## config.mk

```make
export PLATFORM = sky130hd
export DESIGN_NAME = cfs_regs
export DESIGN_NICKNAME = d
export VERILOG_FILES = /design/src/cfs_fifo.v /design/src/cfs_regs.v
export VERILOG_INCLUDE_DIRS = /design/src /design/src/src
export SDC_FILE = /design/constraint.sdc
export NUM_CORES = 1
export LEC_CHECK = 0
export ABC_AREA = 1
export BUFFER_PORTS_ARGS = -buffer_cell sky130_fd_sc_hd__buf_2
export CAP_MARGIN = 20
export CORE_MARGIN = 5
export CORE_UTILIZATION = 30
export DETAILED_ROUTE_END_ITERATION = 6
export PLACE_DENSITY = 0.5
export RECOVER_POWER = 100
export SLEW_MARGIN = 0
export SYNTH_ARGS = -nofsm -noshare
export SYNTH_HDL_FRONTEND = slang
export SYNTH_SLANG_ARGS = --single-unit
export TNS_END_PERCENT = 10
```

## constraint.sdc

```tcl
create_clock -name clk -period 5.4 [get_ports clk]
set_input_delay 0.54 -clock clk [delete_from_list [all_inputs] [get_ports clk]]
set_output_delay 0.54 -clock clk [all_outputs]
set_load 0.1 [all_outputs]
```

## src/cfs_defs.vh

```
// Behaviour
// - bit 7 shows interface detection busy
// - writing command field starts that command
// - command field reads the running command
// - reset clears bits 6..0, bit 7 live
// - bit 6 reserved, reads zero, read-only
// - byte data port at 0x02 into FIFO
// - FIFO carries all host and tx/rx data
// - read-only status at 0x03, resets 0x01
// - command field self-updates when command finishes
// - read-only flags ignore host writes
`ifndef CFS_DEFS_VH
`define CFS_DEFS_VH
`define CFS_ADDR_W 8
`define CFS_IDX_CMD 6'h01
`define CFS_IDX_FIFO 6'h02
`define CFS_IDX_STAT 6'h03
`define CFS_OFF_CMD {`CFS_IDX_CMD, 2'b00}
`define CFS_OFF_FIFO {`CFS_IDX_FIFO, 2'b00}
`define CFS_OFF_STAT {`CFS_IDX_STAT, 2'b00}
`define CFS_OFF_IRQ_STAT 8'h10
`define CFS_OFF_IRQ_MASK 8'h14
`define CFS_OFF_FIFO_LVL 8'h18
`define CFS_OFF_THRESH 8'h1C
`define CFS_CMD_IDLE 6'h00
`define CFS_CMD_MSB 5
`define CFS_BIT_DETECT 7
`define CFS_STAT_RESET 8'h01
`define CFS_FIFO_DEPTH 64
`define CFS_FIFO_AW 6
`define CFS_LVL_W 7
`define CFS_FIFO_FULL 7'h40
`define CFS_THR_LO_LSB 8
`define CFS_HI_THR_RESET 7'h3C
`define CFS_LO_THR_RESET 7'h04
`define CFS_IRQ_W 4
`define CFS_IRQ_CMD_DONE 0
`define CFS_IRQ_HI 1
`define CFS_IRQ_LO 2
`define CFS_IRQ_ERR 3
`endif

```

## src/cfs_fifo.v

```verilog
`timescale 1ns/100ps
`include "cfs_defs.vh"
// 64 x 8 byte buffer with honest full and empty
module cfs_fifo
(
   input wire clk,
   input wire nrst,
   input wire wr_valid,
   output wire wr_ready,
   input wire [7:0] wr_data,
   output wire rd_valid,
   input wire rd_ready,
   output wire [7:0] rd_data,
   input wire flush,
   output wire [`CFS_LVL_W-1:0] level
);
   reg [7:0] mem [0:`CFS_FIFO_DEPTH-1];
   reg [`CFS_FIFO_AW-1:0] wp_q;
   reg [`CFS_FIFO_AW-1:0] rp_q;
   reg [`CFS_LVL_W-1:0] cnt_q;
   wire push;
   wire pop;

   // count is one bit wider than the pointers so a full buffer is visible
   assign wr_ready = (cnt_q != `CFS_FIFO_FULL);
   assign rd_valid = (cnt_q != {`CFS_LVL_W{1'b0}});
   assign push = wr_valid & wr_ready;
   assign pop = rd_valid & rd_ready;
   assign rd_data = mem[rp_q]; // oldest byte always at the head
   assign level = cnt_q;

   // storage has no reset; contents are don't-care until written
   always @(posedge clk)
   begin
      if (push)
         mem[wp_q] <= wr_data;
   end

   // pointers and count; flush drops everything
   always @(posedge clk)
   begin
      if (!nrst || flush)
      begin
         wp_q <= {`CFS_FIFO_AW{1'b0}};
         rp_q <= {`CFS_FIFO_AW{1'b0}};
         cnt_q <= {`CFS_LVL_W{1'b0}};
      end
      else
      begin
         if (push)
            wp_q <= wp_q + 1'b1;
         if (pop)
            rp_q <= rp_q + 1'b1;
         if (push && !pop)
            cnt_q <= cnt_q + 1'b1;
         else if (pop && !push)
            cnt_q <= cnt_q - 1'b1;
      end
   end
endmodule // cfs_fifo

```

## src/cfs_regs.v

```verilog
`timescale 1ns/100ps
`include "cfs_defs.vh"
// command, fifo data port and primary status over apb
module cfs_regs
(
   input wire clk,
   input wire nrst,
   input wire psel,
   input wire penable,
   input wire pwrite,
   input wire [`CFS_ADDR_W-1:0] paddr,
   input wire [31:0] pwdata,
   output reg [31:0] prdata,
   output wire pready,
   output wire pslverr,
   output wire irq,
   input wire detect_busy,
   input wire cmd_done,
   input wire cmd_error,
   input wire [2:0] tx_rx_machine_state,
   input wire core_irq,
   output wire [5:0] cmd_code,
   output wire cmd_start,
   input wire core_wr_valid,
   output wire core_wr_ready,
   input wire [7:0] core_wr_data,
   output wire core_rd_valid,
   input wire core_rd_ready,
   output wire [7:0] core_rd_data
);
   reg detect_s1_q;
   reg detect_s2_q;
   reg done_s1_q;
   reg done_s2_q;
   reg done_s3_q;
   reg err_s1_q;
   reg err_s2_q;
   reg err_s3_q;
   reg irqin_s1_q;
   reg irqin_s2_q;
   reg [5:0] cmd_q;
   reg [5:0] cmd_d;
   reg start_q;
   reg err_q;
   reg [`CFS_IRQ_W-1:0] ists_q;
   reg [`CFS_IRQ_W-1:0] imask_q;
   reg [`CFS_LVL_W-1:0] hi_thr_q;
   reg [`CFS_LVL_W-1:0] lo_thr_q;
   reg hi_prev_q;
   reg lo_prev_q;
   reg [31:0] rdata_d;
   wire acc;
   wire wr_acc;
   wire rd_acc;
   wire host_push;
   wire host_pop;
   wire fifo_wr_valid;
   wire fifo_wr_ready;
   wire [7:0] fifo_wr_data;
   wire fifo_rd_valid;
   wire fifo_rd_ready;
   wire [7:0] fifo_rd_data;
   wire [`CFS_LVL_W-1:0] level;
   wire done_pulse;
   wire err_pulse;
   wire hi_flag;
   wire lo_flag;
   wire [7:0] stat_byte;
   wire [`CFS_IRQ_W-1:0] ev;
   wire flush;

   // address match used by both read and write decode
   function hit;
      input [`CFS_ADDR_W-1:0] a;
      input [`CFS_ADDR_W-1:0] off;
      begin
         hit = (a == off);
      end
   endfunction

   // zero wait-state slave; every access finishes in its access phase
   assign pready = 1'b1;
   assign acc = psel & penable;
   assign wr_acc = acc & pwrite;
   assign rd_acc = acc & ~pwrite;
   assign pslverr = acc & ~(hit(paddr, `CFS_OFF_CMD) | hit(paddr, `CFS_OFF_FIFO)
      | hit(paddr, `CFS_OFF_STAT) | hit(paddr, `CFS_OFF_IRQ_STAT)
      | hit(paddr, `CFS_OFF_IRQ_MASK) | hit(paddr, `CFS_OFF_FIFO_LVL)
      | hit(paddr, `CFS_OFF_THRESH));

   // detect, done, error and irq pins from the core may be asynchronous: two flops before use
   always @(posedge clk)
   begin
      if (!nrst)
      begin
         detect_s1_q <= 1'b1;
         detect_s2_q <= 1'b1;
         done_s1_q <= 1'b0;
         done_s2_q <= 1'b0;
         done_s3_q <= 1'b0;
         err_s1_q <= 1'b0;
         err_s2_q <= 1'b0;
         err_s3_q <= 1'b0;
         irqin_s1_q <= 1'b0;
         irqin_s2_q <= 1'b0;
      end
      else
      begin
         detect_s1_q <= detect_busy;
         detect_s2_q <= detect_s1_q;
         done_s1_q <= cmd_done;
         done_s2_q <= done_s1_q;
         done_s3_q <= done_s2_q;
         err_s1_q <= cmd_error;
         err_s2_q <= err_s1_q;
         err_s3_q <= err_s2_q;
         irqin_s1_q <= core_irq;
         irqin_s2_q <= irqin_s1_q;
      end
   end

   // rising edges, taken from second stage onward only
   assign done_pulse = done_s2_q & ~done_s3_q;
   assign err_pulse = err_s2_q & ~err_s3_q;

   // host writes to the fifo port push; reads pop
   assign host_push = wr_acc & hit(paddr, `CFS_OFF_FIFO);
   assign host_pop = rd_acc & hit(paddr, `CFS_OFF_FIFO);

   // while idle the host alone writes the buffer, otherwise the core fills it too, with host writes taking priority
   assign fifo_wr_valid = host_push | (core_wr_valid & (cmd_q != `CFS_CMD_IDLE));
   assign fifo_wr_data = host_push ? pwdata[7:0] : core_wr_data;
   assign core_wr_ready = fifo_wr_ready & ~host_push & (cmd_q != `CFS_CMD_IDLE);
   assign fifo_rd_ready = host_pop | (core_rd_ready & ~host_pop);
   assign core_rd_valid = fifo_rd_valid & ~host_pop;
   assign core_rd_data = fifo_rd_data;
   // a write of the level register empties the buffer
   assign flush = wr_acc & hit(paddr, `CFS_OFF_FIFO_LVL);

   // the shared 64-byte buffer behind the data port
   cfs_fifo u_fifo
   (
      .clk(clk),
      .nrst(nrst),
      .wr_valid(fifo_wr_valid),
      .wr_ready(fifo_wr_ready),
      .wr_data(fifo_wr_data),
      .rd_valid(fifo_rd_valid),
      .rd_ready(fifo_rd_ready),
      .rd_data(fifo_rd_data),
      .flush(flush),
      .level(level)
   );

   // command field: host launches, core returns it to idle
   always @*
   begin
      cmd_d = cmd_q;
      if (done_pulse)
         cmd_d = `CFS_CMD_IDLE;
      if (wr_acc && hit(paddr, `CFS_OFF_CMD))
         cmd_d = pwdata[`CFS_CMD_MSB:0];
   end

   // command state, error flag and thresholds
   always @(posedge clk)
   begin
      if (!nrst)
      begin
         cmd_q <= `CFS_CMD_IDLE;
         start_q <= 1'b0;
         err_q <= 1'b0;
         hi_thr_q <= `CFS_HI_THR_RESET;
         lo_thr_q <= `CFS_LO_THR_RESET;
      end
      else
      begin
         cmd_q <= cmd_d;
         start_q <= wr_acc & hit(paddr, `CFS_OFF_CMD);
         // error is raised by the core and cleared by a new launch
         if (err_pulse)
            err_q <= 1'b1;
         else if (wr_acc && hit(paddr, `CFS_OFF_CMD))
            err_q <= 1'b0;
         if (wr_acc && hit(paddr, `CFS_OFF_THRESH))
         begin
            hi_thr_q <= pwdata[`CFS_LVL_W-1:0];
            lo_thr_q <= pwdata[`CFS_THR_LO_LSB+`CFS_LVL_W-1:`CFS_THR_LO_LSB];
         end
      end
   end

   assign cmd_code = cmd_q;
   assign cmd_start = start_q;

   // fifo alert flags derived from live level
   assign hi_flag = (level >= hi_thr_q);
   assign lo_flag = (level <= lo_thr_q);
   // after reset: empty fifo so only the low alert shows, 0x01
   assign stat_byte = {1'b0, tx_rx_machine_state, irqin_s2_q, err_q, hi_flag, lo_flag};

   // interrupt events: command done, alert entries, error
   assign ev[`CFS_IRQ_CMD_DONE] = done_pulse;
   assign ev[`CFS_IRQ_HI] = hi_flag & ~hi_prev_q;
   assign ev[`CFS_IRQ_LO] = lo_flag & ~lo_prev_q;
   assign ev[`CFS_IRQ_ERR] = err_pulse;

   // sticky status, cleared by read; a same-cycle event wins
   always @(posedge clk)
   begin
      if (!nrst)
      begin
         ists_q <= {`CFS_IRQ_W{1'b0}};
         imask_q <= {`CFS_IRQ_W{1'b0}};
         hi_prev_q <= 1'b0;
         lo_prev_q <= 1'b1;
      end
      else
      begin
         hi_prev_q <= hi_flag;
         lo_prev_q <= lo_flag;
         if (rd_acc && hit(paddr, `CFS_OFF_IRQ_STAT))
            ists_q <= ev;
         else
            ists_q <= ists_q | ev;
         if (wr_acc && hit(paddr, `CFS_OFF_IRQ_MASK))
            imask_q <= pwdata[`CFS_IRQ_W-1:0];
      end
   end

   assign irq = |(ists_q & imask_q);

   // read mux; status and reserved bits have no write path
   always @*
   begin
      rdata_d = 32'h00000000;
      if (hit(paddr, `CFS_OFF_CMD))
         // live detect bit, reserved bit 6 zero, running command
         rdata_d[7:0] = {detect_s2_q, 1'b0, cmd_q};
      else if (hit(paddr, `CFS_OFF_FIFO))
         rdata_d[7:0] = fifo_rd_data; // empty fifo reads stale byte
      else if (hit(paddr, `CFS_OFF_STAT))
         rdata_d[7:0] = stat_byte;
      else if (hit(paddr, `CFS_OFF_IRQ_STAT))
         rdata_d[`CFS_IRQ_W-1:0] = ists_q;
      else if (hit(paddr, `CFS_OFF_IRQ_MASK))
         rdata_d[`CFS_IRQ_W-1:0] = imask_q;
      else if (hit(paddr, `CFS_OFF_FIFO_LVL))
         rdata_d[`CFS_LVL_W-1:0] = level;
      else if (hit(paddr, `CFS_OFF_THRESH))
         rdata_d[15:0] = {1'b0, lo_thr_q, 1'b0, hi_thr_q};
   end

   // combinational read data, valid in the access phase
   always @*
   begin
      prdata = rd_acc ? rdata_d : 32'h00000000;
   end
endmodule // cfs_regs
```

After elaboration in Yosys (flattened, before gate mapping)
Memories as Yosys holds them, arrays and structs flattened. A register that Yosys moved wholly into a read port is not among the register bits.
Cells that the tools add are included.
W data, S select, Z words.
{"block": "word_totals", "reg_bits": 61, "ram_bits": 512, "input_bits": 62, "output_inout_bits": 52, "word_cells": 116, "mem_count": 1}
{"block": "op_classes", "addsub": 4, "order_cmp": 2, "eq_ne": 8, "mux": 26, "bitwise": 37, "reduce_logical": 16}
{"name": "u_fifo.mem", "words": 64, "word_bits": 8, "rd": 1, "rd_clocked_by_memory_dff": 1, "wr": 1, "line_no": "cfs_fifo.v:17", "rtl": "reg [7:0] mem [0:`CFS_FIFO_DEPTH-1];"}
{"cell": "$mux W8", "n": 6}
{"cell": "$mux W7", "n": 5}
{"cell": "$eq A8 B5 Y1 const B", "n": 4}
{"cell": "$mux W6", "n": 4}
{"cell": "$mux W11", "n": 2}
{"cell": "$and A1 B1 Y1", "n": 19}
{"cell": "$eq A8 B4 Y1 const B", "n": 2}
{"cell": "$mux W16", "n": 1}
{"cell": "$mux W15", "n": 1}
{"cell": "$add A6 B1 Y6 const B", "n": 2}
{"cell": "$mux W4", "n": 3}
{"cell": "$eq A8 B3 Y1 const B", "n": 1}
{"cell": "$not A1 Y1", "n": 8}
{"cell": "$or A1 B1 Y1", "n": 8}
{"cell": "$add A7 B1 Y7 const B", "n": 1}
{"cell": "$ge A7 B7 Y1", "n": 1}
{"cell": "$le A7 B7 Y1", "n": 1}
{"cell": "$ne A7 B7 Y1 const B", "n": 1}
{"cell": "$reduce_bool A7 Y1", "n": 1}
{"cell": "$sub A7 B1 Y7 const B", "n": 1}
{"cell": "$logic_and A1 B1 Y1", "n": 6}
{"cell": "$reduce_bool A2 Y1", "n": 3}
{"cell": "$reduce_bool A6 Y1", "n": 1}
{"cell": "$and A4 B4 Y4", "n": 1}
{"cell": "other kinds (5)", "n": 10}

Longest topological paths before layout
{"block": "logic_depth", "word_depth": 10, "depth_mapped": 24, "ltp_nobuf": 23}

Cells and area by module
From an unflattened synthesis, not the netlist that was laid out.
{"block": "unflattened", "cells_unflattened": 2367, "area_unflattened_um2": 25132.9}
{"module": "cfs_fifo", "instances": 1, "cells_each": 1949, "area_each_um2": 22387.7, "seq_area_each_um2": 15875.2}
{"module": "cfs_regs", "instances": 1, "cells_each": 418, "area_each_um2": 2745.1, "seq_area_each_um2": 840.8}

Worst setup path before layout
OpenSTA, ideal clock, no wires.
{"block": "synth_timing", "path_type": "input port to flip-flop", "startpoint": "input paddr[6]", "endpoint": "memory u_fifo.mem[0][3] (data pin)", "setup_ns": 0.702, "t_arrival_ns": 3.834, "required_ns": 4.698, "slack_ns": 0.864, "cell_stages": 8, "path_buffers": 1, "cell_sequence": "inv_1 -> nand4_1 -> inv_1 -> nand2_2 -> nor2_4 -> inv_2 -> clkbuf_1 -> o21ai_0"}
{"block": "synth_between", "elab_chain_len": 3}
{"item": "start: declaration", "line_no": "cfs_regs.v:11", "rtl": "input wire [`CFS_ADDR_W-1:0] paddr,"}
{"item": "$eq A8 B4 Y1", "line_no": "cfs_regs.v:77", "rtl": "hit = (a == off);"}
{"item": "$and A1 B1 Y1", "line_no": "cfs_regs.v:127", "rtl": "assign host_push = wr_acc & hit(paddr, `CFS_OFF_FIFO);"}
{"item": "$mux W8", "line_no": "cfs_regs.v:132", "rtl": "assign fifo_wr_data = host_push ? pwdata[7:0] : core_wr_data;"}
{"item": "via fifo_wr_data[3]", "line_no": "cfs_regs.v:59", "rtl": "wire [7:0] fifo_wr_data;"}
{"item": "end: declaration", "line_no": "cfs_fifo.v:17"}
The timed path passes the listed nets, and every way through them passes these cells.

==> impl_metrics.toml <==
[outcome]
status = "complete, but fails checks"
violations = "max-capacitance violations, max-slew violations"

[logic_synthesis]
synthAdderAreaFrac = 0.01246
synth_edf_count = 512
synth_mux_area_frac = 0
synth_seq_area_share = 0.6764
syn_area_per_cell_um2 = 10.52
synth-seq-cells = 579
synth_commonest_cells = "770 x nand2_1, 512 x edfxtp_1, 455 x nand3_1, 108 x nor2_1, 86 x inv_1"
synth_top_area_frac = 0.6221
ys.flop_type = "edfxtp_1"
synth_cell_type_count = 44
synth_simple_gate_area_frac = 0.2384
syn_inst = 2349
synth_area_leader_cell = "edfxtp_1"
synth_compound_area_frac = 0.02775
synth_area_um2 = 24710
ys_warn_count = 0
synth_area_leaders = "edfxtp_1 62%, nand2_1 12%, nand3_1 9.2%"
synthXorXnorAreaFrac = 0.001772
ys_async_sr_fraction = 0
synth.most_common_cell = "nand2_1"
synth_top_family_by_area = "simple AND/OR/NAND/NOR gates"

[worst_setup_path]
cp.arrival_ns = 4.17
cp-start-kind = "flip-flop"
r2r_slack_ns = 1.50
worstPathRequired_ns = 4.86
path_class = "reg2out"
cp_max_fo = 86
end_kind = "output port"

[sta]
hold_viol_final = 0
slew_headroom = -1.011
setup_tns_ns = 0
finalMaxSlewViolations = 369
hold_slack_ns = 0.1094
rsz0062_at_grt = "false"
period_needed_ns = 4.710
fin_crit_sh = 0.8723
finalClockSkew_ns = 0.03617
worst_pin_slew_ns = 2.996
setup_viol = 0
fmax_ghz = 0.2123

[layout]
n_fill_cell = 8170
final_nets = 2480
drive_above_1_share = 0.06915
diodes = 0
syn_to_final_growth_pct = 12.97

[clocking]
clkTransAtPathRegs_ns = 0.06
postCtsHoldBufs = 0
insertion_delay_ns = 0.63
cts_buffers = 60
post_cts_resized = 0
cts_setup_buffers = 0
clock_path_buffers = 3
htreeDepth = 2
clock-root-buffer = "clkbuf_16"
clock-sinks = 579
cts_tree = "built"

[floorplanning]
die_area_um2 = 88210
initial_core_util = 0.3019
io_pins = 114
die_w_um = 297.0
die_y_um = 297.0
row_count = 105
core_area_um2 = 81850

[routing]
drtIter0Drc = 1418
ant_nets = 0
avgRoutedWirePerCell_um = 19.03
num_vias = 16980
drc = 0
viasPerCell = 4.833
drt_wl_total_um = 66880
drt_pass1_iterations = 5

[job]
max_cap_viol_count = 9

[grt]
grt_max_degree = 195
grt_antenna_before_repair = 0
grt-ovfl-total = 0
track_usage = 0.1468
grt_pass1_wl_um = 101300
grt_pass1_vias = 16470

[power]
p_leak_nw = 10.07
peakVddDrop_mv = 0.5857
p_per_area_nw_per_um2 = 448.4

[hold_path]
min_path_type = "in2reg"

[place]
port-buffer-count = 78
place_congestion = 0.8999
dp_hpwl_um = 40920
sequential cells by signal (all words and copies together), names as in the netlist, 4 cells and up, named ones only:
| register | count |
|---|---|
| ists_q | 4 |
| u_fifo.mem | 512 |
| u_fifo.level | 7 |
| lo_thr_q | 7 |
| imask_q | 4 |
| cmd_code | 6 |
| hi_thr_q | 7 |
| u_fifo.rp_q | 6 |
| u_fifo.wp_q | 6 |
where the power goes:
group | switching (mW) | total, mW | internal [mW]
registers | 0.0849 | 5.02 | 4.93
clock network | 1.72 | 4.22 | 2.50
logic | 2.47 | 3.28 | 0.818
total | 4.27 | 12.5 | 8.25
per-layer routing:
metal,wire [um],track usage,vias up
li1,-,-,8155
met1,29230,0.1994,8195
met2,30950,0.2361,518
met3,4575,0.03219,116
met4,2120,0.04610,0
met5,0,0,-
stage by stage:
step	instance area, um2	total power [mW]	utilization	setup slack (ns)	cells
global route	27920	13.15	0.3411	0.4676	3514
finish	27920	12.52	0.3411	0.6898	3514
CTS	28140	12.64	0.3438	1.191	3514
floorplan	24770	7.387	-	0.8638	2365
global placement	26130	8.391	0.3193	1.612	3400
detailed placement	26140	8.414	0.3194	1.620	3402
placed cells by master, fill, tap and decap left out, types with 2 or more instances in the layout:
master,count
a21oi_1,64
a31oi_1,2
buf_12,4
buf_2,46
buf_4,12
bufinv_16,9
clkbuf_1,60
clkbuf_16,61
clkinv_1,12
clkinv_2,11
clkinv_4,2
clkinvlp_4,2
conb_1,18
dfxtp_1,64
dfxtp_4,2
edfxtp_1,512
ha_1,23
inv_1,87
inv_2,4
inv_6,4
nand2_1,770
nand3_1,458
nand4_1,9
nor2_1,111
nor2_2,3
nor3_1,11
nor4_1,5
o211ai_1,3
o21ai_0,46
o21ai_1,4
o22ai_1,3
o32ai_1,2
or2_2,3
xnor2_1,3
xor2_1,2
path summary, 6_finish.rpt:
| kind | from | endpoint | cells past startpoint |
|---|---|---|---|
| worst max-delay path | flip-flop | prdata[0] | 13 |
| worst min-delay path | core_irq | irqin_s1_q | 3 |
| worst max register to register | cmd_code[4] | u_fifo.mem[2][1] | 8 |
| worst min register to register | done_s1_q | done_s2_q | 2 |
critical path, cell delays in order, from the launching register on:
cell and delay, ns:
dfxtp_4 0.37, inv_6 0.53, buf_12 0.38, nand2_1 0.09, nand3_1 0.09, nand3_1 0.15
nand2_1 0.21, nand2_1 0.07, nand3_1 0.11, nand3_1 0.10, nand2_1 0.29, nand2_1 0.10
a21oi_1 0.13, clkbuf_1 0.88
area by class of cell:
type / count / area, um2 / share of cell area
clock inverter: 35 / 409.1 / 0.01466
inverter: 97 / 375.4 / 0.01345
clock buffer: 77 / 1587 / 0.05683
timing repair buffer: 107 / 570.5 / 0.02044
multi-input combinational: 1549 / 6913 / 0.2476
tap: 1070 / 1339 / 0.04795
sequential: 579 / 16720 / 0.5991
logic make-up after synthesis:
family | count (synthesis)
buffers and inverters | 237
AOI/OAI and AO/OA | 129
DFF | 579
adders and majority gates | 24
and+or+nand+nor | 1373
xor gates and xnor gates | 5
other | 2
Power figures use the tool's default switching activity.
